**config.mk**
```make
export PLATFORM = sky130hd
export DESIGN_NAME = nfh_ctrl
export DESIGN_NICKNAME = d
export VERILOG_FILES = /design/src/nfh_pkg.sv /design/src/nfh_ctrl.sv
export VERILOG_INCLUDE_DIRS = /design/src
export SDC_FILE = /design/constraint.sdc
export NUM_CORES = 1
export LEC_CHECK = 0
export BUFFER_PORTS_ARGS = -buffer_cell sky130_fd_sc_hd__buf_2
export CORE_AREA = 2 2 112 114
export DETAILED_ROUTE_END_ITERATION = 16
export DIE_AREA = 0 0 114 116
export GPL_TIMING_DRIVEN = 0
export PLACE_DENSITY_LB_ADDON = 0.3
export SLEW_MARGIN = 20
export SYNTH_ARGS = -nofsm -noshare
export SYNTH_HDL_FRONTEND = slang
export SYNTH_SLANG_ARGS = --single-unit
```
**constraint.sdc**
```tcl
create_clock -name clk_i -period 2.4 [get_ports clk_i]
set_input_delay 0.36 -clock clk_i [delete_from_list [all_inputs] [get_ports clk_i]]
set_output_delay 0.36 -clock clk_i [all_outputs]
set_load 0.005 [all_outputs]
```
**src/nfh_map.svh**
```systemverilog
`ifndef NFH_MAP_SVH
`define NFH_MAP_SVH

// ==========================================
// Register byte offsets
`define NFH_REG_CTRL 8'h00
`define NFH_REG_ADDR 8'h04
`define NFH_REG_DATA 8'h08
`define NFH_REG_STAT 8'h0c
`define NFH_REG_CFG 8'h10

// ==========================================
// Field positions
`define NFH_CTRL_CMD_MSB 7
`define NFH_CTRL_OP_LSB 8
`define NFH_CTRL_OP_MSB 10
`define NFH_STAT_BUSY 0
`define NFH_STAT_READY 1
`define NFH_STAT_ERR 2
`define NFH_STAT_MULTI 3
`define NFH_CFG_CE 0
`define NFH_CFG_WREN 1
`define NFH_CFG_RST 2'h0
`define NFH_ADDR_BITS 26

// ==========================================
// Command codes
`define NFH_C_READ_A 8'h00
`define NFH_C_READ_B 8'h01
`define NFH_C_READ_CB 8'h03
`define NFH_C_READ_SP 8'h50
`define NFH_C_ID 8'h90
`define NFH_C_RESET 8'hff
`define NFH_C_PROG 8'h80
`define NFH_C_TRUE 8'h10
`define NFH_C_DUMMY 8'h11
`define NFH_C_COPY 8'h8a
`define NFH_C_ERASE 8'h60
`define NFH_C_ERCONF 8'hd0
`define NFH_C_STAT 8'h70
`define NFH_C_MSTAT 8'h71

// ==========================================
// Timing, ns and derived cycle counts (least times round up)
`define NFH_CLK_NS 20
`define NFH_T_SETUP_NS 15
`define NFH_T_WP_NS 25
`define NFH_T_WH_NS 15
`define NFH_T_REA_NS 35
`define NFH_T_WB_NS 100
`define NFH_SYNC_CYC 4
`define NFH_SETUP_CYC ((`NFH_T_SETUP_NS + `NFH_CLK_NS - 1) / `NFH_CLK_NS)
`define NFH_WP_CYC ((`NFH_T_WP_NS + `NFH_CLK_NS - 1) / `NFH_CLK_NS)
`define NFH_WH_CYC ((`NFH_T_WH_NS + `NFH_CLK_NS - 1) / `NFH_CLK_NS)
`define NFH_RD_CYC (((`NFH_T_REA_NS + `NFH_CLK_NS - 1) / `NFH_CLK_NS) + `NFH_SYNC_CYC)
`define NFH_WB_CYC ((`NFH_T_WB_NS + `NFH_CLK_NS - 1) / `NFH_CLK_NS)

`endif

```
**src/nfh_pkg.sv**
```systemverilog
package nfh_pkg;

    typedef enum logic [2:0] {
        NFH_OP_CMD = 3'h0,
        NFH_OP_ADDR4 = 3'h1,
        NFH_OP_ADDR3 = 3'h2,
        NFH_OP_WDATA = 3'h3,
        NFH_OP_RDATA = 3'h4,
        NFH_OP_WAIT = 3'h5
    } nfh_op_t;

    typedef enum logic [4:0] {
        NFH_S_IDLE = 5'b00001,
        NFH_S_SETUP = 5'b00010,
        NFH_S_LOW = 5'b00100,
        NFH_S_HIGH = 5'b01000,
        NFH_S_WAIT = 5'b10000
    } nfh_state_t;

    typedef struct packed {
        logic cle;
        logic ale;
        logic ce_n;
        logic we_n;
        logic read_strobe_low;
        logic wp_n;
        logic dq_oe_n;
        logic [7:0] dq;
    } nfh_pins_t;

endpackage : nfh_pkg

```
**src/nfh_ctrl.sv**
```systemverilog
// How it works
// - Byte address of 26 bits goes out in four cycles, column then rows.
// - Fourth address cycle carries top row bit on line zero, others low.
// - Read and program take four address cycles; erase takes three row cycles.
// - Bytes are written by pulsing write strobe low with chip select low.
// - Command latch routes to commands, address latch to address, neither means data.
// - Single-plane program is 80h, address, data, then confirm 10h.
// - First to third plane loads end with 11h; the last uses true code.
// - Erase is 60h with rows, repeated per plane, then one D0h.
// - After multi-plane program or erase, status is read with 71h.
// - No command code outside the defined set is ever written.
`timescale 1ns/1ns
`include "nfh_map.svh"

module nfh_ctrl (
    input wire logic clk_i,
    input wire logic rst_i,
    input wire logic [7:0] wb_adr_i,
    input wire logic [31:0] wb_dat_i,
    output logic [31:0] wb_dat_o,
    input wire logic [3:0] wb_sel_i,
    input wire logic wb_we_i,
    input wire logic wb_cyc_i,
    input wire logic wb_stb_i,
    output logic wb_ack_o,
    output nfh_pkg::nfh_pins_t pins_o,
    input wire logic [7:0] dq_i,
    input wire logic rb_i
);
    import nfh_pkg::*;

    // ==========================================
    // Helpers
    function automatic logic cmd_legal(input logic [7:0] c);
        unique case (c)
            `NFH_C_READ_A, `NFH_C_READ_B, `NFH_C_READ_CB, `NFH_C_READ_SP,
            `NFH_C_ID, `NFH_C_RESET, `NFH_C_PROG, `NFH_C_TRUE, `NFH_C_DUMMY,
            `NFH_C_COPY, `NFH_C_ERASE, `NFH_C_ERCONF, `NFH_C_STAT,
            `NFH_C_MSTAT: cmd_legal = 1'b1;
            default: cmd_legal = 1'b0;
        endcase
    endfunction : cmd_legal

    function automatic logic busy_ok(input logic [7:0] c);
        busy_ok = (c == `NFH_C_RESET) || (c == `NFH_C_STAT) || (c == `NFH_C_MSTAT);
    endfunction : busy_ok

    // Bit 8 is skipped: the read command picks the half
    function automatic logic [7:0] addr_byte(input logic [25:0] a, input logic [1:0] i);
        unique case (i)
            2'h0: addr_byte = a[7:0];
            2'h1: addr_byte = a[16:9];
            2'h2: addr_byte = a[24:17];
            default: addr_byte = {7'h00, a[25]};
        endcase
    endfunction : addr_byte

    function automatic logic [31:0] merge(input logic [31:0] o, input logic [31:0] n,
                                          input logic [3:0] s);
        logic [31:0] r;
        r = o;
        for (int b = 0; b < 4; b++)
        begin
            if (s[b])
            begin
                r[b*8 +: 8] = n[b*8 +: 8];
            end
        end
        merge = r;
    endfunction : merge

    // ==========================================
    // State
    nfh_state_t state_q;
    nfh_op_t op_q;
    nfh_pins_t pins_q;
    logic [1:0] idx_q;
    logic [7:0] cnt_q;
    logic [1:0] cfg_q;
    logic [25:0] addr_q;
    logic [7:0] wdata_q;
    logic [7:0] rdata_q;
    logic err_q;
    logic multi_q;
    logic erase_q;
    logic ack_q;
    logic [31:0] dat_q;
    logic [2:0] rb_s_q;
    logic rb_ready_q;
    logic [7:0] dq_s1_q;
    logic [7:0] dq_s2_q;
    logic [7:0] dq_s3_q;
    logic [7:0] dq_q;
    logic [2:0] ale_cnt_q;

    logic wb_req;
    logic go;
    logic idle;
    logic [7:0] cmd_in;
    logic [2:0] op_in;
    logic [7:0] cmd_eff;
    logic launch_ok;
    logic [31:0] stat_word;

    assign wb_req = wb_cyc_i && wb_stb_i && !ack_q;
    assign idle = (state_q == NFH_S_IDLE);
    assign go = wb_req && wb_we_i && (wb_adr_i == `NFH_REG_CTRL);
    assign cmd_in = wb_dat_i[`NFH_CTRL_CMD_MSB:0];
    assign op_in = wb_dat_i[`NFH_CTRL_OP_MSB:`NFH_CTRL_OP_LSB];
    // Plain status after multi-plane work would lose per-plane results
    assign cmd_eff = (cmd_in == `NFH_C_STAT && multi_q) ? `NFH_C_MSTAT : cmd_in;

    always_comb
    begin
        launch_ok = go && idle;
        if (op_in > 3'(NFH_OP_WAIT))
        begin
            launch_ok = 1'b0;
        end
        if (op_in == 3'(NFH_OP_CMD))
        begin
            if (!cmd_legal(cmd_in))
            begin
                launch_ok = 1'b0;
            end
            if (!rb_ready_q && !busy_ok(cmd_in))
            begin
                launch_ok = 1'b0;
            end
        end
    end

    assign stat_word = {28'h0000000, multi_q, err_q, rb_ready_q, !idle};

    // ==========================================
    // Pin synchronisers, change taken once stages two and three agree
    always_ff @(posedge clk_i)
    begin
        if (rst_i)
        begin
            rb_s_q <= 3'h0;
            rb_ready_q <= 1'b0;
            dq_s1_q <= 8'h00;
            dq_s2_q <= 8'h00;
            dq_s3_q <= 8'h00;
            dq_q <= 8'h00;
        end
        else
        begin
            rb_s_q <= {rb_s_q[1:0], rb_i};
            if (rb_s_q[1] == rb_s_q[2])
            begin
                rb_ready_q <= rb_s_q[2];
            end
            dq_s1_q <= dq_i;
            dq_s2_q <= dq_s1_q;
            dq_s3_q <= dq_s2_q;
            if (dq_s2_q == dq_s3_q)
            begin
                dq_q <= dq_s3_q;
            end
        end
    end

    // ==========================================
    // Wishbone slave: one-cycle ack, unmapped reads zero
    always_ff @(posedge clk_i)
    begin
        if (rst_i)
        begin
            ack_q <= 1'b0;
            dat_q <= 32'h00000000;
        end
        else
        begin
            ack_q <= wb_req;
            if (wb_req && !wb_we_i)
            begin
                unique case (wb_adr_i)
                    `NFH_REG_ADDR: dat_q <= {6'h00, addr_q};
                    `NFH_REG_DATA: dat_q <= {24'h000000, rdata_q};
                    `NFH_REG_STAT: dat_q <= stat_word;
                    `NFH_REG_CFG: dat_q <= {30'h00000000, cfg_q};
                    default: dat_q <= 32'h00000000;
                endcase
            end
        end
    end

    // Address and data are frozen while a sequence runs
    always_ff @(posedge clk_i)
    begin
        if (rst_i)
        begin
            cfg_q <= `NFH_CFG_RST;
            addr_q <= 26'h0000000;
            wdata_q <= 8'h00;
        end
        else if (wb_req && wb_we_i)
        begin
            if (wb_adr_i == `NFH_REG_CFG)
            begin
                cfg_q <= 2'(merge({30'h00000000, cfg_q}, wb_dat_i, wb_sel_i));
            end
            if (wb_adr_i == `NFH_REG_ADDR && idle)
            begin
                addr_q <= 26'(merge({6'h00, addr_q}, wb_dat_i, wb_sel_i));
            end
            if (wb_adr_i == `NFH_REG_DATA && idle)
            begin
                wdata_q <= 8'(merge({24'h000000, wdata_q}, wb_dat_i, wb_sel_i));
            end
        end
    end

    // Refusal flag: set wins over write-one-to-clear
    always_ff @(posedge clk_i)
    begin
        if (rst_i)
        begin
            err_q <= 1'b0;
        end
        else if (go && !launch_ok)
        begin
            err_q <= 1'b1;
        end
        else if (wb_req && wb_we_i && wb_adr_i == `NFH_REG_STAT && wb_sel_i[0]
                 && wb_dat_i[`NFH_STAT_ERR])
        begin
            err_q <= 1'b0;
        end
    end

    // Multi-plane tracking for status substitution
    always_ff @(posedge clk_i)
    begin
        if (rst_i)
        begin
            multi_q <= 1'b0;
            erase_q <= 1'b0;
        end
        else if (launch_ok && op_in == 3'(NFH_OP_CMD))
        begin
            if (cmd_eff == `NFH_C_MSTAT || cmd_eff == `NFH_C_RESET)
            begin
                multi_q <= 1'b0;
            end
            else if (cmd_eff == `NFH_C_DUMMY)
            begin
                multi_q <= 1'b1;
            end
            else if (cmd_eff == `NFH_C_ERASE && erase_q)
            begin
                multi_q <= 1'b1;
            end
            if (cmd_eff == `NFH_C_ERASE)
            begin
                erase_q <= 1'b1;
            end
            else if (cmd_eff == `NFH_C_ERCONF || cmd_eff == `NFH_C_RESET)
            begin
                erase_q <= 1'b0;
            end
        end
    end

    // ==========================================
    // Strobe sequencer
    always_ff @(posedge clk_i)
    begin
        if (rst_i)
        begin
            state_q <= NFH_S_IDLE;
            op_q <= NFH_OP_CMD;
            idx_q <= 2'h0;
            cnt_q <= 8'h00;
            pins_q <= '{cle: 1'b0, ale: 1'b0, ce_n: 1'b1, we_n: 1'b1, read_strobe_low: 1'b1,
                        wp_n: 1'b0, dq_oe_n: 1'b1, dq: 8'h00};
        end
        else
        begin
            pins_q.wp_n <= cfg_q[`NFH_CFG_WREN];
            unique case (state_q)
                NFH_S_IDLE:
                begin
                    pins_q.ce_n <= !cfg_q[`NFH_CFG_CE];
                    if (launch_ok)
                    begin
                        op_q <= nfh_op_t'(op_in);
                        pins_q.ce_n <= 1'b0;
                        state_q <= NFH_S_SETUP;
                        cnt_q <= 8'(`NFH_SETUP_CYC - 1);
                        unique case (nfh_op_t'(op_in))
                            NFH_OP_CMD:
                            begin
                                pins_q.cle <= 1'b1;
                                pins_q.dq <= cmd_eff;
                                pins_q.dq_oe_n <= 1'b0;
                            end
                            NFH_OP_ADDR4:
                            begin
                                pins_q.ale <= 1'b1;
                                idx_q <= 2'h0;
                                pins_q.dq <= addr_byte(addr_q, 2'h0);
                                pins_q.dq_oe_n <= 1'b0;
                            end
                            NFH_OP_ADDR3:
                            begin
                                pins_q.ale <= 1'b1;
                                idx_q <= 2'h1;
                                pins_q.dq <= addr_byte(addr_q, 2'h1);
                                pins_q.dq_oe_n <= 1'b0;
                            end
                            NFH_OP_WDATA:
                            begin
                                pins_q.dq <= wdata_q;
                                pins_q.dq_oe_n <= 1'b0;
                            end
                            NFH_OP_RDATA:
                            begin
                                pins_q.dq_oe_n <= 1'b1;
                            end
                            default:
                            begin
                                state_q <= NFH_S_WAIT;
                                cnt_q <= 8'(`NFH_WB_CYC - 1);
                            end
                        endcase
                    end
                end
                NFH_S_SETUP:
                begin
                    if (cnt_q == 8'h00)
                    begin
                        state_q <= NFH_S_LOW;
                        if (op_q == NFH_OP_RDATA)
                        begin
                            pins_q.read_strobe_low <= 1'b0;
                            cnt_q <= 8'(`NFH_RD_CYC - 1);
                        end
                        else
                        begin
                            pins_q.we_n <= 1'b0;
                            cnt_q <= 8'(`NFH_WP_CYC - 1);
                        end
                    end
                    else
                    begin
                        cnt_q <= cnt_q - 8'h01;
                    end
                end
                NFH_S_LOW:
                begin
                    if (cnt_q == 8'h00)
                    begin
                        pins_q.we_n <= 1'b1;
                        pins_q.read_strobe_low <= 1'b1;
                        state_q <= NFH_S_HIGH;
                        cnt_q <= 8'(`NFH_WH_CYC - 1);
                    end
                    else
                    begin
                        cnt_q <= cnt_q - 8'h01;
                    end
                end
                NFH_S_HIGH:
                begin
                    if (cnt_q != 8'h00)
                    begin
                        cnt_q <= cnt_q - 8'h01;
                    end
                    else if ((op_q == NFH_OP_ADDR4 || op_q == NFH_OP_ADDR3) && idx_q != 2'h3)
                    begin
                        idx_q <= idx_q + 2'h1;
                        pins_q.dq <= addr_byte(addr_q, idx_q + 2'h1);
                        pins_q.we_n <= 1'b0;
                        state_q <= NFH_S_LOW;
                        cnt_q <= 8'(`NFH_WP_CYC - 1);
                    end
                    else
                    begin
                        pins_q.cle <= 1'b0;
                        pins_q.ale <= 1'b0;
                        pins_q.dq_oe_n <= 1'b1;
                        state_q <= NFH_S_IDLE;
                    end
                end
                NFH_S_WAIT:
                begin
                    if (cnt_q != 8'h00)
                    begin
                        cnt_q <= cnt_q - 8'h01;
                    end
                    else if (rb_ready_q)
                    begin
                        state_q <= NFH_S_IDLE;
                    end
                end
                default:
                begin
                    state_q <= NFH_S_IDLE;
                end
            endcase
        end
    end

    // Byte is taken at the end of the read strobe low phase
    always_ff @(posedge clk_i)
    begin
        if (rst_i)
        begin
            rdata_q <= 8'h00;
        end
        else if (state_q == NFH_S_LOW && cnt_q == 8'h00 && op_q == NFH_OP_RDATA)
        begin
            rdata_q <= dq_q;
        end
    end

    // Address strobe count, read only by checks
    always_ff @(posedge clk_i)
    begin
        if (rst_i || launch_ok)
        begin
            ale_cnt_q <= 3'h0;
        end
        else if (state_q == NFH_S_LOW && cnt_q == 8'h00 && pins_q.ale)
        begin
            ale_cnt_q <= ale_cnt_q + 3'h1;
        end
    end

    assign pins_o = pins_q;
    assign wb_dat_o = dat_q;
    assign wb_ack_o = ack_q;
endmodule : nfh_ctrl

```
==> metrics list, run 1 <==
- The flow ran to the end, and the final reports show no timing, DRC or antenna violations.
- Cell count after placement: 993
* Vertical die dimension: 116 µm
- Mean cell area of the mapped netlist: 8.88 µm²
* Worst relative slew slack: 0.528
- The number of max-slew violations in the final report came to 0.
- Critical Setup Path Class: flip-flop to flip-flop
* Area share of the leading cell type in the synthesized netlist: 0.426
- Share of synthesized flip-flops with an asynchronous set or reset: 0
- For this run, design rule violations remaining after detail routing come to 0.
- Worst-path fanout max: 10
- The netlist uses 82 different library cells.
* Number of max-cap violations: 0
* Leak: 3.48 nW
* Worst hold-check slack: 0.136 ns
- STA puts the critical path data required time at 2.77 ns.
* First-pass GRT wire length: 29400 µm
- After the last flow step, the layout net total stands at 942.
- Fraction of final layout cells sized beyond drive strength 1: 0.213
- Number of flip-flops and latches in the synthesized netlist: 143
- Sorting the synthesized cells by how often they occur yields 143 x sky130_fd_sc_hd__dfxtp_1, 95 x sky130_fd_sc_hd__nor2_1, 70 x sky130_fd_sc_hd__mux2i_1.
- Power density over cell area: around 770 mW/mm²
- In the final routed layout, each cell accounts on average for 18.1 µm.
- Number of global-route vias before repair: 5716
* Max Buffers Root-to-Sink: 2
* Number of search-and-repair iterations in the first detailed-routing pass: 7
* N_diodes: 0
* TritonCTS clock tree: built
* Number of warning messages in the yosys log: 0
* Number of instances in the synthesized netlist: 757
- Number of antenna violations at the first check in global routing: 0
- Area contributors post-synth: sky130_fd_sc_hd__dfxtp_1 43%, sky130_fd_sc_hd__mux2i_1 10%, sky130_fd_sc_hd__nor2_1 5.3%
- During I/O placement, the number of pins put on the boundary was approximately 110.
- Using the TritonRoute via totals, the vias-per-cell ratio works out to 5.97.
- The tree built by TritonCTS fans out to 143 sinks.
- The synthesized netlist occupies a cell area of 0.00672 mm².
* TritonCTS Buffers: 17
- Source of the critical timing path: state_q[3]
- Worst hold path startpoint: dq_i[0]
* Largest voltage drop on the vdd net: 0.632 mV
- Maximum number of pins on one net before global-route repair: 17
- Detailed placement finished with a half-perimeter wire length of 13600 µm.
- The min-delay analysis places its worst path in the category primary input to flip-flop.
* Number of placement rows: 40
- Number of flops mapped to enable cells by yosys: 0
- The count of endpoints failing hold in the final timing report came to 0.
* Endpoint class of the critical path: flip-flop
- Detailed routing inserted a total of 6183 vias.
- Clock network latency to the later pin of the worst-skew pair: 0.43 ns
* RePlAce Congestion: between 0.8 and 0.9
- Based on the critical path, the design can be clocked at up to 426 MHz.
- Final worst path period share: 0.978
- The share of the Yosys chip area taken by registers is 0.426.
- Maximum clock skew at final layout: 0.00929 ns
* Global Route Usage Sum: 0.285
- Layout Cells excl Fill: slightly above 1000
- Growth of design area from synthesis to finish: 20.7%
* Count of endpoints failing setup in the final report: 0
- Initial Util: 0.564
- # fillers: 954
- The startpoint identified for the worst register-to-register timing path is state_q[3].
* Total power: 6.28 mW
- Setup repair after global routing could not meet its margin everywhere.
- After the first detailed-routing iteration, the DRC count stood at 757.
- In the post-synthesis netlist, the cell with the most instances is sky130_fd_sc_hd__dfxtp_1.
* Die Footprint: 0.0132 mm²
- The tree is rooted in a sky130_fd_sc_hd__clkbuf_16.
- Subtracting the final worst setup slack from the clock period gives 2.35 ns.
* Data arrival, critical path: 2.72 ns
* Overall overflow remaining after global route: 0
* Slew at the pin closest to its max-slew limit: 0.698 ns
- Clk pin slew, worst setup/hold paths: 0.06 ns
- Buffers placed on the I/O ports in this run total 84.
- The count of nets left with antenna violations once routing finished came out at 0.
- The die is 114 µm wide.
- Crit start category: flip-flop
* Largest area contributor in the synthesized netlist: sky130_fd_sc_hd__dfxtp_1
* Most common flop cell mapped by yosys: sky130_fd_sc_hd__dfxtp_1
- Overall routed net length: 18800 µm
- Total number of H-tree levels: 4
- The total area inside the core boundary comes to 0.0119 mm².
## flip-flops by register name, indices dropped and copies added, names as in the netlist
register,flops
cfg_q,2
state_q,5
dq_s1_q,8
erase_q,1
wb_dat_o,26
dq_q,8
dq_s3_q,8
wb_ack_o,1
multi_q,1
rdata_q,8
op_q,3
err_q,1
wdata_q,8
rb_s_q,3
pins_o,15
dq_s2_q,8
rb_ready_q,1
addr_q,26
cnt_q,8
idx_q,2
## cells by family (layout without fill, tap and decap cells)
logic type,Yosys count,after routing,synth area share
simple gates,300,300,0.232
compound gates,153,153,0.157
flops,143,143,0.426
mux,75,75,0.113
buf+inv,67,194,0.0443
xor+xnor,11,11,0.0143
fa+ha+maj,7,7,0.0130
other cells,1,6,0.000558
## layer usage
layer,GRT usage,up-vias,wire (µm)
met1,0.374,2950,8070
met2,0.473,248,9010
li1,-,2957,-
met3,0.0659,28,1400
met5,0,-,0
met4,0.0846,0,274
## what timing repair did
item	4_1_cts	5_1_grt
pin swaps	5	3
buffers inserted	4	9
resized for setup	5	16
setup endpoints to repair	28	19
hold buffers	0	0
## path summary, 6_finish.rpt
kind | endpoint | slack, ns | cells after the start
max | cnt_q[0] | 0.05 | 7
min reg2reg | dq_s2_q[0] | 0.44 | 1
min | dq_s1_q[0] | 0.14 | 2
max reg2reg | cnt_q[0] | 0.05 | 7
## critical path, cell delays in order, from the launching register on
cell                      delay (ns)
sky130_fd_sc_hd__dfxtp_1        0.34
sky130_fd_sc_hd__buf_2          0.22
sky130_fd_sc_hd__or4b_2         0.61
sky130_fd_sc_hd__o311a_1        0.19
sky130_fd_sc_hd__nor3_2         0.34
sky130_fd_sc_hd__o21ai_0        0.18
sky130_fd_sc_hd__nor3_1         0.24
sky130_fd_sc_hd__a311o_1        0.16
## layout by cell type, fill, tap and decap left out, types with 5 or more instances in the layout
cell type / instances
sky130_fd_sc_hd__a21oi_1: 50
sky130_fd_sc_hd__a222oi_1: 8
sky130_fd_sc_hd__a22o_1: 6
sky130_fd_sc_hd__a22oi_1: 10
sky130_fd_sc_hd__buf_2: 96
sky130_fd_sc_hd__buf_4: 19
sky130_fd_sc_hd__clkbuf_1: 33
sky130_fd_sc_hd__clkbuf_16: 17
sky130_fd_sc_hd__conb_1: 6
sky130_fd_sc_hd__dfxtp_1: 141
sky130_fd_sc_hd__ha_1: 7
sky130_fd_sc_hd__inv_1: 10
sky130_fd_sc_hd__mux2_2: 5
sky130_fd_sc_hd__mux2i_1: 70
sky130_fd_sc_hd__nand2_1: 55
sky130_fd_sc_hd__nand2b_1: 6
sky130_fd_sc_hd__nand3_1: 26
sky130_fd_sc_hd__nand4_1: 9
sky130_fd_sc_hd__nor2_1: 95
sky130_fd_sc_hd__nor2b_1: 37
sky130_fd_sc_hd__nor3_1: 14
sky130_fd_sc_hd__o21ai_0: 26
sky130_fd_sc_hd__o22ai_1: 5
sky130_fd_sc_hd__or2_2: 5
sky130_fd_sc_hd__or3_1: 6
sky130_fd_sc_hd__xor2_1: 8
## where the power goes
| group | switching (mW) | internal (mW) | leakage (nW) |
|---|---|---|---|
| Sequential | 0.0511 | 2.43 | 1.16 |
| Clock | 1.04 | 1.56 | 0.275 |
| Combinational | 0.774 | 0.421 | 2.04 |
## stage by stage
step	TNS (ns)	setup slack [ns]	utilization	area, µm²
detailed placement	-5.87	-0.270	0.616	7340
global placement	-4.34	-0.257	0.616	7340
CTS	-0.0167	-0.0167	0.670	7980
floorplan	0	0.171	-	6740
global route	-0.169	-0.0881	0.681	8110
finish	0	0.0529	0.681	8110
## final cells by class
class | instances | area [µm²] | share of cell area
well taps | 147 | 184 | 0.0227
clock inverters | 11 | 134 | 0.0165
inverters | 10 | 37.5 | 0.00463
repair buffers | 97 | 518 | 0.0639
multi-input cells | 552 | 3670 | 0.452
clock buffers | 20 | 447 | 0.0551
plain buffers | 56 | 259 | 0.0319
flip-flops and latches | 143 | 2870 | 0.353
(Power assumes the default switching activity.)
==> run 2, diff against run 1 <==
--- a/config.mk
+++ b/config.mk
@@ -10,8 +10,10 @@
 export CORE_AREA = 2 2 112 114
 export DETAILED_ROUTE_END_ITERATION = 16
 export DIE_AREA = 0 0 114 116
+export GPL_ROUTABILITY_DRIVEN = 0
 export GPL_TIMING_DRIVEN = 0
 export PLACE_DENSITY_LB_ADDON = 0.3
+export RECOVER_POWER = 100
 export SLEW_MARGIN = 20
 export SYNTH_ARGS = -nofsm -noshare
 export SYNTH_HDL_FRONTEND = slang
==> metrics list, run 2 (synthesized netlist as in run 1, its figures left out) <==
- The count of routing violations after the opening detailed-route iteration came to 576 (-24%).
- The row count was 40 (unchanged).
- Port buffer count: 84 (unchanged)
- Overall overflow remaining after global route: 0 (unchanged)
- Worst hold path startpoint: dq_i[0]
- Footprint of the multi-input gates: 0.00362 mm² (-1.4%)
* Total power: 6.28 mW (-0.12%)
- Growth of design area from synthesis to finish: 19.5%
* Count of endpoints failing setup in the final report: 0 (unchanged)
- Core area: 0.0119 mm² (unchanged)
* # fillers: 959 (+0.52%)
- The starting density of the core was 0.564 (unchanged).
* Slew at the pin closest to its max-slew limit: 0.706 ns (+0.00813 ns)
* Total number of H-tree levels: 4 (unchanged)
- The via total after detailed routing is 6191 (+0.13%).
* Fraction of final layout cells sized beyond drive strength 1: 0.178 (-0.0347)
- The final cycle utilization of the critical path was 0.988 (+0.0102).
* Critical Setup Path Class: flip-flop to flip-flop
- Number of top-level design ports: 106 (unchanged)
- Number of max-cap violations: 0 (unchanged)
- Die Footprint: 0.0132 mm² (unchanged)
- Endpoint class of the critical path: flip-flop
* Maximum number of pins on one net before global-route repair: 17 (unchanged)
* Worst relative slew slack: 0.529 (+0.00114)
* Leak: 3.37 nW (-3.0%)
- Max Buffers Root-to-Sink: 2 (unchanged)
- The global router's overall resource usage is 0.278 (-0.00712).
* Crit start category: flip-flop
* CTS root buf: sky130_fd_sc_hd__clkbuf_16
- WL per Instance: 17.9 µm (-1.4%)
* Number of antenna violations at the first check in global routing: 1 (+1)
- Highest Clock Rate: 422 MHz (-1.0%)
- The HPWL after detailed placement came to 13200 µm (-2.3%).
- The net count reported at finish came to 941 (-0.11%).
- Data arrival, critical path: 2.67 ns (-0.05 ns)
- The via count of the first global-routing pass is 5824 (+1.9%).
- Via-to-Cell Ratio: 5.98 (+0.23%)
- The path class of the tightest hold or removal check is primary input to flip-flop.
* Worst EP required: 2.70 ns (-0.07 ns)
- Run status: complete, no violations
- The area occupied by registers was 0.00286 mm² (about the same).
- The number of buffers added to fix hold violations after cts came to 0 (unchanged).
- The routed wire length is 18500 µm (-1.5%).
- The number of detailed-routing iterations run before antenna repair was 8 (+1).
- The remaining antenna violation count after routing was 0 (unchanged).
* Commonest non-fill, non-tap cell in the layout: sky130_fd_sc_hd__dfxtp_1
- The global-route wire length before repair came to 28800 µm (-2.1%).
* TritonCTS clock tree: built
- Power density over cell area: 781 mW/mm² (+0.87%)
* Max-slew violation total from the final report: 0 (unchanged)
- The count of endpoints failing hold in the final timing report came to 0 (unchanged).
- Clock network latency to the later pin of the worst-skew pair: 0.43 ns (about the same)
* Source of the critical timing path: cnt_q[2]
- Leaving out fill and tap cells, the most frequent cells in the layout are 142 x sky130_fd_sc_hd__dfxtp_1, 95 x sky130_fd_sc_hd__nor2_1, 71 x sky130_fd_sc_hd__buf_2.
- The die outline width is 114 µm (unchanged).
- N_diodes: 0 (unchanged)
- Number of DRC violations after detailed routing: 0 (unchanged)
- Period minus WS final: 2.37 ns (+0.0244 ns)
- Worst-path fanout max: 6 (-4)
- Final TNS setup: 0 ns (unchanged)
- Clk pin slew, worst setup/hold paths: 0.06 ns (about the same)
- Setup repair after global routing could not meet its margin everywhere.
- The vertical extent of the die came to 116 µm (unchanged).
- Largest voltage drop on the vdd net: 0.607 mV (-4.1%)
- In this run the critical register-to-register path is launched from cnt_q[2].
- Maximum clock skew at final layout: 0.00556 ns (-0.00373 ns)
* TritonCTS Buffers: 17 (unchanged)
- Number of clock sinks: 143 (unchanged)
-- run 2: cell types whose count changed in the layout (fill, tap and decap cells not counted), moves of 2 or more --
cell                       delta
sky130_fd_sc_hd__buf_2       -25
sky130_fd_sc_hd__buf_4        -4
sky130_fd_sc_hd__clkbuf_1    +26
sky130_fd_sc_hd__clkinv_2     +4
sky130_fd_sc_hd__clkinv_4     -2
-- run 2: worst paths after layout --
kind	endpoint	depth (start not counted)	slack [ns]
hold reg to reg	dq_s2_q[0]	1	0.43
setup reg to reg	pins_o[8]	6	0.03
hold / removal	dq_s1_q[0]	2	0.14
setup / recovery	pins_o[8]	6	0.03
-- run 2: power by group --
group          switching (mW)  leakage (nW)  total (mW)  internal, mW
Sequential             0.0480          1.16        2.48          2.43
Clock                    1.01         0.286        2.66          1.65
Combinational           0.751          1.93        1.14         0.388
Total                    1.81          3.37        6.28          4.47
-- run 2: through the flow --
step	cell area (µm²)	utilization	hold WS (ns)	worst slack [ns]	instances
after detailed placement	7340	0.616	0.421	-0.214	993
after CTS	7960	0.668	0.131	-0.00975	1027
after global routing	8030	0.674	0.136	-0.0660	1035
after global placement	7340	0.616	0.418	-0.198	993
after floorplan	6740	-	0.414	0.171	762
final	8030	0.674	0.138	0.0286	1035
-- run 2: worst max-delay path, cell delays in order (launching register included) --
cell and delay, ns:
sky130_fd_sc_hd__dfxtp_1 0.37, sky130_fd_sc_hd__or4_4 0.57, sky130_fd_sc_hd__nor3_4 0.31, sky130_fd_sc_hd__a21oi_1 0.12, sky130_fd_sc_hd__or2_1 0.27, sky130_fd_sc_hd__o21ai_0 0.16, sky130_fd_sc_hd__or4b_1 0.44
-- run 2: repair_timing --
action                                  4_1_cts  5_1_grt
setup buffers                                 3        9
endpoints found under the hold margin         0        0
pin swaps                                     5        4
endpoints found under the setup margin       28       12
gates resized for setup                       2        9
-- run 2: cell type report --
cell class              instances  share of cell area
flip-flops and latches        143               0.357
plain buffers                  56              0.0318
multi-input cells             552               0.450
inverters                      10             0.00467
well taps                     147              0.0229
clock inverters                11              0.0173
repair buffers                 96              0.0609
clock buffers                  20              0.0556
-- run 2: layer usage --
| layer | share of wire | up-vias | track usage | wire length [µm] |
|---|---|---|---|---|
| li1 | - | 2933 | - | - |
| met1 | 0.43 | 2933 | 0.354 | 7920 |
| met2 | 0.47 | 280 | 0.458 | 8700 |
| met3 | 0.077 | 45 | 0.0711 | 1430 |
| met4 | 0.023 | 0 | 0.104 | 429 |
| met5 | 0 | - | 0 | 0 |
